`config.mk`:
```
export PLATFORM = sky130hd
export DESIGN_NAME = odc_ctrl
export DESIGN_NICKNAME = d
export VERILOG_FILES = /design/src/inc/odc_pkg.sv /design/src/verilog/odc_ctrl.sv /design/src/verilog/odc_sync.sv
export VERILOG_INCLUDE_DIRS = /design/src /design/src/inc
export SDC_FILE = /design/constraint.sdc
export NUM_CORES = 1
export LEC_CHECK = 0
export BUFFER_PORTS_ARGS = -buffer_cell sky130_fd_sc_hd__buf_2
export CAP_MARGIN = 30
export CORE_ASPECT_RATIO = 0.9
export CORE_UTILIZATION = 45
export CTS_CLUSTER_SIZE = 20
export DETAILED_ROUTE_END_ITERATION = 10
export GPL_TIMING_DRIVEN = 0
export PLACE_DENSITY = 0.8
export SYNTH_ARGS = -nofsm -noshare
export SYNTH_HDL_FRONTEND = slang
export SYNTH_HIERARCHICAL = 1
export SYNTH_SLANG_ARGS = --single-unit
```
`constraint.sdc`:
```
create_clock -name clk -period 2.4 [get_ports clk]
set_clock_uncertainty 0.15 [all_clocks]
set_input_delay 0.24 -clock clk [delete_from_list [all_inputs] [get_ports clk]]
set_output_delay 0.24 -clock clk [all_outputs]
set_load 0.01 [all_outputs]
```
`src/inc/odc_consts.svh`:
```
// constants for the on-chip debug control and status block
`ifndef ODC_CONSTS_SVH
`define ODC_CONSTS_SVH

`define ODC_ADDR_CTL        12'h000
`define ODC_ADDR_STAT       12'h004
`define ODC_ADDR_IRQ_STAT   12'h008
`define ODC_ADDR_IRQ_MASK   12'h00c

`define ODC_CTL_DEBUG_MODE_FLAG     7
`define ODC_CTL_BREAKPOINT_ENABLE       6
`define ODC_CTL_ACKEN       5
`define ODC_CTL_RSTREQ      0
`define ODC_CTL_RESET       8'h00
`define ODC_CTL_WMASK       8'he1

`define ODC_STAT_DEBUG      7
`define ODC_STAT_HALT       6
`define ODC_STAT_RDPROT     5

`define ODC_OPC_BREAK       8'h00
`define ODC_ACK_CHAR        8'hff
`define ODC_CMD_EXEC        8'h12
`define ODC_EXEC_MAX        3'h5

`define ODC_IRQ_BREAK       0
`define ODC_IRQ_RSTDONE     1
`define ODC_IRQ_DISCARD     2
`define ODC_IRQ_W           3

`define ODC_RST_LEN_NS      64
`define ODC_CLK_NS          4
`define ODC_RST_CYCLES      ((`ODC_RST_LEN_NS + `ODC_CLK_NS - 1) / `ODC_CLK_NS)

`endif

```
`src/inc/odc_pkg.sv`:
```
// types for the on-chip debug control and status block
package odc_pkg;
	typedef enum logic [3:0] {
		ODC_CMD_IDLE  = 4'h1,
		ODC_CMD_LEN   = 4'h2,
		ODC_CMD_OPC   = 4'h4,
		ODC_CMD_DROP  = 4'h8
	} odc_cmd_state_t;
endpackage : odc_pkg

```
`src/verilog/odc_ctrl.sv`:
```
// debug control/status registers, apb slave and execute-command front end
`timescale 1ns/100ps
`default_nettype none
`include "odc_consts.svh"

// Notes on behaviour
// - debug flag set: core stops fetching new instructions
// - clearing debug flag lets the core fetch and run again
// - breakpoint enabled and break opcode decoded sets the debug flag
// - read protect on: writes of zero to debug flag are ignored
// - breakpoint disabled: break opcode 00h acts as no-operation
// - ack enable and a breakpoint: send character ffh to the host
// - reset request bit resets all but debug unit, self-clears, zero ignored
// - 81h resets and stops, 41h resets and runs, 40h resumes
// - status is read-only: bit7 debug, bit6 halt, bit5 read-protect, rest zero
// - read-protect status reads 0 when protection is in force, else 1
// - exec command 12h with 1-5 opcode bytes; else one byte discarded
module odc_ctrl (
	input  wire logic        clk,           // system clock, 250 mhz
	input  wire logic        reset,         // synchronous reset, active high
	input  wire logic        psel,          // apb select
	input  wire logic        penable,       // apb access phase
	input  wire logic        pwrite,        // apb direction
	input  wire logic [11:0] paddr,         // apb byte address
	input  wire logic [31:0] pwdata,        // apb write data
	output logic      [31:0] prdata,        // apb read data
	output logic             pready,        // apb ready
	output logic             pslverr,       // apb error, unmapped address
	input  wire logic        flash_read_protect_option, // option pin
	input  wire logic        core_halted,   // core in halt mode, async pin
	input  wire logic        core_decode,   // core decodes an opcode
	input  wire logic [7:0]  core_opcode,   // opcode being decoded
	output logic             core_fetch_stop, // stall core fetch
	output logic             break_as_nop,  // break opcode runs as nop
	output logic             sys_reset,     // reset to all but debug unit
	input  wire logic        link_rx_valid, // byte from host
	input  wire logic [7:0]  link_rx_data,  // received byte
	output logic             link_tx_valid, // byte to host
	output logic      [7:0]  link_tx_data,  // transmitted byte
	input  wire logic        link_tx_ready, // host link takes byte
	output logic             exec_valid,    // opcode byte for the core
	output logic      [7:0]  exec_data,     // opcode byte
	output logic             exec_last,     // last opcode byte
	output logic             irq            // level interrupt
);
	logic                    debug_mode_flag_r;
	logic                    debug_mode_flag_nxt;
	logic                    breakpoint_enable_r;
	logic                    breakpoint_enable_nxt;
	logic                    debug_ack_enable_r;
	logic                    debug_ack_enable_nxt;
	logic                    rst_req_r;
	logic                    rst_req_nxt;
	// cycles left in the reset request; five bits hold the full length
	logic [4:0]              rst_cnt_r;
	logic [4:0]              rst_cnt_nxt;
	// ack byte waits here until the host link takes it
	logic                    ack_pend_r;
	logic                    ack_pend_nxt;
	logic [`ODC_IRQ_W-1:0]   irq_stat_r;
	logic [`ODC_IRQ_W-1:0]   irq_stat_nxt;
	logic [`ODC_IRQ_W-1:0]   irq_mask_r;
	logic [`ODC_IRQ_W-1:0]   irq_mask_nxt;
	logic [31:0]             prdata_r;
	logic [31:0]             prdata_nxt;
	logic                    pslverr_r;
	logic                    pslverr_nxt;
	odc_pkg::odc_cmd_state_t cmd_r;
	odc_pkg::odc_cmd_state_t cmd_nxt;
	logic [2:0]              exec_left_r;
	logic [2:0]              exec_left_nxt;
	logic                    exec_valid_r;
	logic                    exec_valid_nxt;
	logic [7:0]              exec_data_r;
	logic [7:0]              exec_data_nxt;
	logic                    exec_last_r;
	logic                    exec_last_nxt;
	logic                    halt_sync;
	logic                    wr_en;
	logic                    break_hit;
	logic                    protected_now;
	logic [7:0]              ctl_view;
	logic [7:0]              stat_view;

	// the halt level comes from the core's own timing, so it is filtered
	odc_sync odc_sync_inst (
		.clk   (clk),
		.reset (reset),
		.din   (core_halted),
		.dout  (halt_sync)
	);

	function automatic logic addr_hit(input logic [11:0] a,
		input logic [11:0] r);
		addr_hit = (a == r);
	endfunction : addr_hit

	assign wr_en = psel && penable && pwrite;
	assign protected_now = flash_read_protect_option;
	// breaks only count while the core is running
	assign break_hit = core_decode && (core_opcode == `ODC_OPC_BREAK)
		&& breakpoint_enable_r && !debug_mode_flag_r;

	always_comb begin
		ctl_view = 8'h00;
		ctl_view[`ODC_CTL_DEBUG_MODE_FLAG] = debug_mode_flag_r;
		ctl_view[`ODC_CTL_BREAKPOINT_ENABLE]   = breakpoint_enable_r;
		ctl_view[`ODC_CTL_ACKEN]   = debug_ack_enable_r;
		ctl_view[`ODC_CTL_RSTREQ]  = rst_req_r;
		stat_view = 8'h00;
		stat_view[`ODC_STAT_DEBUG]  = debug_mode_flag_r;
		stat_view[`ODC_STAT_HALT]   = halt_sync;
		stat_view[`ODC_STAT_RDPROT] = !protected_now;
	end

	always_comb begin
		debug_mode_flag_nxt   = debug_mode_flag_r;
		breakpoint_enable_nxt = breakpoint_enable_r;
		debug_ack_enable_nxt  = debug_ack_enable_r;
		rst_req_nxt           = rst_req_r;
		rst_cnt_nxt           = rst_cnt_r;
		ack_pend_nxt          = ack_pend_r;
		irq_stat_nxt          = irq_stat_r;
		irq_mask_nxt          = irq_mask_r;

		if (wr_en && addr_hit(paddr, `ODC_ADDR_CTL)) begin
			breakpoint_enable_nxt = pwdata[`ODC_CTL_BREAKPOINT_ENABLE];
			debug_ack_enable_nxt  = pwdata[`ODC_CTL_ACKEN];
			// under read protect only a reset can leave debug mode
			if (pwdata[`ODC_CTL_DEBUG_MODE_FLAG] || !protected_now) begin
				debug_mode_flag_nxt = pwdata[`ODC_CTL_DEBUG_MODE_FLAG];
			end
			if (pwdata[`ODC_CTL_RSTREQ]) begin
				rst_req_nxt = 1'b1;
				// a repeated request restarts the full length
				rst_cnt_nxt = 5'(`ODC_RST_CYCLES);
			end
		end
		if (wr_en && addr_hit(paddr, `ODC_ADDR_IRQ_MASK)) begin
			irq_mask_nxt = pwdata[`ODC_IRQ_W-1:0];
		end
		if (wr_en && addr_hit(paddr, `ODC_ADDR_IRQ_STAT)) begin
			irq_stat_nxt = irq_stat_nxt & ~pwdata[`ODC_IRQ_W-1:0];
		end
		if (rst_req_r && !(wr_en && addr_hit(paddr, `ODC_ADDR_CTL)
			&& pwdata[`ODC_CTL_RSTREQ])) begin
			if (rst_cnt_r <= 5'h1) begin
				rst_req_nxt = 1'b0;
				rst_cnt_nxt = 5'h0;
				irq_stat_nxt[`ODC_IRQ_RSTDONE] = 1'b1;
			end else begin
				rst_cnt_nxt = rst_cnt_r - 5'h1;
			end
		end
		if (break_hit) begin
			debug_mode_flag_nxt = 1'b1;
			irq_stat_nxt[`ODC_IRQ_BREAK] = 1'b1;
			if (debug_ack_enable_r) begin
				ack_pend_nxt = 1'b1;
			end
		end else if (ack_pend_r && link_tx_ready) begin
			ack_pend_nxt = 1'b0;
		end
		if (cmd_r == odc_pkg::ODC_CMD_DROP && link_rx_valid) begin
			irq_stat_nxt[`ODC_IRQ_DISCARD] = 1'b1;
		end
	end

	always_comb begin
		cmd_nxt        = cmd_r;
		exec_left_nxt  = exec_left_r;
		exec_valid_nxt = 1'b0;
		exec_data_nxt  = exec_data_r;
		exec_last_nxt  = 1'b0;

		case (cmd_r)
			odc_pkg::ODC_CMD_IDLE: begin
				if (link_rx_valid && link_rx_data == `ODC_CMD_EXEC) begin
					if (!debug_mode_flag_r || protected_now) begin
						cmd_nxt = odc_pkg::ODC_CMD_DROP;
					end else begin
						cmd_nxt = odc_pkg::ODC_CMD_LEN;
					end
				end
			end
			odc_pkg::ODC_CMD_LEN: begin
				// first byte after the command gives the opcode length
				if (link_rx_valid) begin
					if (link_rx_data[2:0] == 3'h0
						|| link_rx_data[2:0] > `ODC_EXEC_MAX) begin
						cmd_nxt = odc_pkg::ODC_CMD_IDLE;
					end else begin
						exec_left_nxt = link_rx_data[2:0];
						cmd_nxt = odc_pkg::ODC_CMD_OPC;
					end
				end
			end
			odc_pkg::ODC_CMD_OPC: begin
				if (link_rx_valid) begin
					exec_valid_nxt = 1'b1;
					exec_data_nxt  = link_rx_data;
					exec_left_nxt  = exec_left_r - 3'h1;
					if (exec_left_r == 3'h1) begin
						exec_last_nxt = 1'b1;
						cmd_nxt = odc_pkg::ODC_CMD_IDLE;
					end
				end
			end
			odc_pkg::ODC_CMD_DROP: begin
				if (link_rx_valid) begin
					cmd_nxt = odc_pkg::ODC_CMD_IDLE;
				end
			end
			default: begin
				cmd_nxt = odc_pkg::ODC_CMD_IDLE;
			end
		endcase
	end

	always_comb begin
		prdata_nxt  = 32'h0;
		pslverr_nxt = 1'b0;
		if (psel && !penable) begin
			case (paddr)
				`ODC_ADDR_CTL: begin
					prdata_nxt = {24'h0, ctl_view};
				end
				`ODC_ADDR_STAT: begin
					prdata_nxt = {24'h0, stat_view};
				end
				`ODC_ADDR_IRQ_STAT: begin
					prdata_nxt = {29'h0, irq_stat_r};
				end
				`ODC_ADDR_IRQ_MASK: begin
					prdata_nxt = {29'h0, irq_mask_r};
				end
				default: begin
					pslverr_nxt = 1'b1;
				end
			endcase
			// status is read-only: writes there are accepted and dropped
			if (pwrite) begin
				prdata_nxt = 32'h0;
			end
		end else begin
			prdata_nxt  = prdata_r;
			pslverr_nxt = pslverr_r;
		end
	end

	always_ff @(posedge clk) begin
		if (reset) begin
			debug_mode_flag_r   <= 1'b0;
			breakpoint_enable_r <= 1'b0;
			debug_ack_enable_r  <= 1'b0;
			rst_req_r           <= 1'b0;
			rst_cnt_r           <= 5'h0;
			ack_pend_r          <= 1'b0;
			irq_stat_r          <= 3'h0;
			irq_mask_r          <= 3'h0;
			prdata_r            <= 32'h0;
			pslverr_r           <= 1'b0;
			cmd_r               <= odc_pkg::ODC_CMD_IDLE;
			exec_left_r         <= 3'h0;
			exec_valid_r        <= 1'b0;
			exec_data_r         <= 8'h00;
			exec_last_r         <= 1'b0;
		end else begin
			debug_mode_flag_r   <= debug_mode_flag_nxt;
			breakpoint_enable_r <= breakpoint_enable_nxt;
			debug_ack_enable_r  <= debug_ack_enable_nxt;
			rst_req_r           <= rst_req_nxt;
			rst_cnt_r           <= rst_cnt_nxt;
			ack_pend_r          <= ack_pend_nxt;
			irq_stat_r          <= irq_stat_nxt;
			irq_mask_r          <= irq_mask_nxt;
			prdata_r            <= prdata_nxt;
			pslverr_r           <= pslverr_nxt;
			cmd_r               <= cmd_nxt;
			exec_left_r         <= exec_left_nxt;
			exec_valid_r        <= exec_valid_nxt;
			exec_data_r         <= exec_data_nxt;
			exec_last_r         <= exec_last_nxt;
		end
	end

	assign prdata          = prdata_r;
	// no wait states: every access ends in its first access cycle
	assign pready          = 1'b1;
	assign pslverr         = psel && penable && pslverr_r;
	assign core_fetch_stop = debug_mode_flag_r;
	assign break_as_nop    = !breakpoint_enable_r;
	assign sys_reset       = rst_req_r;
	assign link_tx_valid   = ack_pend_r;
	assign link_tx_data    = `ODC_ACK_CHAR;
	assign exec_valid      = exec_valid_r;
	assign exec_data       = exec_data_r;
	assign exec_last       = exec_last_r;
	// level output, high until software clears or masks the cause
	assign irq             = |(irq_stat_r & irq_mask_r);
endmodule : odc_ctrl
`default_nettype wire

```
`src/verilog/odc_sync.sv`:
```
// three-stage synchroniser with agreement filter for one pin level
`timescale 1ns/100ps
`default_nettype none
module odc_sync (
	input  wire logic clk,    // system clock
	input  wire logic reset,  // synchronous reset
	input  wire logic din,    // asynchronous level
	output logic      dout    // filtered level
);
	logic [2:0] stage_r;
	logic [2:0] stage_nxt;
	logic       dout_r;
	logic       dout_nxt;

	always_comb begin
		stage_nxt = {stage_r[1:0], din};
		dout_nxt  = dout_r;
		// stage 0 is only read by stage 1
		if (stage_r[1] == stage_r[2]) begin
			dout_nxt = stage_r[2];
		end
	end

	always_ff @(posedge clk) begin
		if (reset) begin
			stage_r <= 3'h0;
			dout_r  <= 1'b0;
		end else begin
			stage_r <= stage_nxt;
			dout_r  <= dout_nxt;
		end
	end

	assign dout = dout_r;
endmodule : odc_sync
`default_nettype wire

```
==> results.py <==
metrics = {
    "global_routing": {
        "grt_pass1_wl_um": 8520,
        "grt_max_degree": 13,
        "antenna_found_initial": 0,
        "grt_pass1_vias": 1900,
        "grt_usage_pct": 19.5,
        "grt_overflow_total": 0,
    },
    "floorplanning": {
        "initial_core_util_pct": 47.7,
        "rows": 24,
        "dieArea_sq_mm": 0.00551,
        "io_pins": 127,
        "core_sq_mm": 0.00492,
        "die_y_um": 70.6,
        "die_w_um": 78.2,
    },
    "yosys": {
        "async_flop_share_pct": 0,
        "synthFlopType": "dfxtp_1",
        "yosysTopAreaCell": "dfxtp_1",
        "syn_avg_cell_area_sq_um": 8.48,
        "synth_edf_count": 0,
        "synth_top_area_share_pct": 37.5,
        "synth_cell_type_count": 53,
        "synth-seq-cells": 44,
        "synthTopCellsByCount": "dfxtp_1, buf_4, a21oi_1, nand2_1, nand3_1",
        "synth.most_common_cell": "dfxtp_1",
        "synth_area_sq_mm": 0.00235,
        "synth-seq-area-share_pct": 37.5,
        "synth-warning-count": 6,
        "synthCells": 277,
        "synth.area.top_cells": "dfxtp_1, buf_4, a21oi_1, nand3_1, nand2_1",
    },
    "timing": {
        "rsz0062_at_grt": "false",
        "finalSetupTns_ns": 0,
        "hold_ws_ns": 0.00623,
        "hold_viol_final": 0,
        "tightest_slew_ns": 0.593,
        "setup_viol": 0,
        "finalMaxSlewViolations": 0,
        "period_share_pct": 85.5,
        "fin_crit_ns": 2.05,
        "timing.fmax_mhz": 487,
        "max_slew_margin_pct": 60.1,
    },
    "cts": {
        "hold_buffers": 0,
        "cts_tree": "done",
        "cts_buffer_depth": 2,
        "path_clk_slew_ns": 0.07,
        "cts.htree.levels": 2,
        "post_cts_buffers": 0,
        "clock_latency_ns": 0.29,
        "cts_sinks": 44,
        "cts_buffers": 5,
        "cts_resized": 0,
        "clock_tree.root_cell": "clkbuf_8",
    },
    "power": {
        "cellPowerDensity_mw_per_mm2": 498,
        "power_mw": 1.47,
        "p_leak_nw": 1.31,
        "peakVddDrop_uv": 306,
    },
    "job": {
        "cap_violations": 0,
    },
    "layout": {
        "drive_above_1_share_pct": 30.9,
        "layout.nets": 456,
        "area_growth_pct": 25.9,
        "n_antenna_cell": 0,
        "nFillCells": 457,
    },
    "route": {
        "dr.first_iter.drc_count": 158,
        "avgViaCountPerCell": 5.00,
        "wl_um": 5360,
        "drc": 0,
        "ant_nets": 0,
        "routedWlPerCell_um": 12.0,
        "dr.pass1.iters": 4,
        "via_count": 2237,
    },
    "worst_setup_path": {
        "path_buf_inv": 0,
        "slowest_delay_ns": 0.44,
        "crit_arrival_ns": 2.08,
        "worstSetupPathType": "reg2reg",
        "path_delay_family": "compound AO/OA/AOI/OAI gates",
        "worstPathRequired_ns": 2.43,
        "start_kind": "flip-flop",
        "crit_slowest_cell": "dfxtp_1",
        "path_cells": "nor4b_4 -> a21oi_1 -> o32a_1 -> a311o_1",
        "worstPathMaxFanout": 9,
        "end_kind": "flip-flop",
    },
    "min_path": {
        "min_path_type": "in2reg",
    },
    "run_status": {
        "status": "complete, no violations",
    },
    "place": {
        "gp_congestion": 0.891,
        "post-dp-hpwl_um": 4170,
        "portBuffers": 65,
    },
}
## worst reg2reg max path, delay by kind of cell, from the launching register on
kind	cells	cell delay [ns]
AOI/OAI and AO/OA	3	0.91
DFF	1	0.44
and+or+nand+nor	1	0.44
## layout make-up
cell class / instances / area [sq um] / area share [%]
multi-input combinational: 209 / 1250 / 42.2
sequential: 44 / 881 / 29.8
timing repair buffer: 65 / 325 / 11.0
buffer: 44 / 297 / 10.0
tap: 65 / 81.3 / 2.75
clock buffer: 6 / 72.6 / 2.45
inverter: 13 / 48.8 / 1.65
clock inverter: 1 / 5.00 / 0.169
## cell usage in the layout (no fill, tap or decap), drive strengths merged, types with 7 or more instances in the layout
cell type	count
clkbuf	14
o21ai	11
a21oi	29
nand2	22
nor2b	7
conb	35
nand3	19
dfxtp	44
buf	101
nor2	13
inv	13
## through the flow
step           cells  setup slack (ns)  util, %  area, sq um
2_1_floorplan    310             0.516        -         2470
4_1_cts          447             0.360     60.1         2960
6_report         447             0.348     60.1         2960
5_1_grt          447             0.262     60.1         2960
3_5_place_dp     440             0.218     58.5         2880
3_3_place_gp     440             0.233     58.5         2880
## state kept, by name (all words and copies together) (netlist names)
register,count
cmd_r,4
sys_reset,1
breakpoint_enable_r,1
exec_left_r,3
prdata,6
rst_cnt_r,5
pslverr_r,1
core_fetch_stop,1
exec_data,8
irq_stat_r,3
irq_mask_r,3
link_tx_valid,1
odc_sync_inst/stage_r,3
debug_ack_enable_r,1
exec_last,1
odc_sync_inst/dout,1
exec_valid,1
## final timing paths
check | slack, ns | from | end | depth (start not counted)
worst max register to register | 0.35 | cmd_r[2] | cmd_r[0] | 4
worst min-delay path | 0.006 | reset | odc_sync_inst/dout | 2
worst max-delay path | 0.35 | cmd_r[2] | cmd_r[0] | 4
worst min register to register | 0.29 | odc_sync_inst/stage_r[0] | odc_sync_inst/stage_r[1] | 1
## routing by layer
layer | vias to the layer above | track usage [%] | wire length, um
li1 | 1138 | - | -
met1 | 986 | 26.2 | 2420
met2 | 103 | 31.0 | 2390
met3 | 10 | 3.23 | 461
met4 | 0 | 8.44 | 85
met5 | - | 0 | 0
## cell families (layout without fill, tap and decap cells)
logic type	Yosys count	after routing	synth area share, %
other	2	35	0.320
AO/OA/AOI/OAI	63	63	17.4
multiplexers	8	8	3.67
buffers and inverters	57	129	14.7
flip-flops	44	44	37.5
adder cells (fa/ha/maj)	4	4	2.13
AND/OR/NAND/NOR	98	98	24.0
XOR/XNOR	1	1	0.373
## report_power, final
group	switching, mW	internal, mW	total, mW
clock network	0.232	0.198	0.430
registers	0.0325	0.749	0.781
logic	0.133	0.128	0.261
total	0.398	1.07	1.47
No activity file was read; power rests on OpenSTA's default activity.
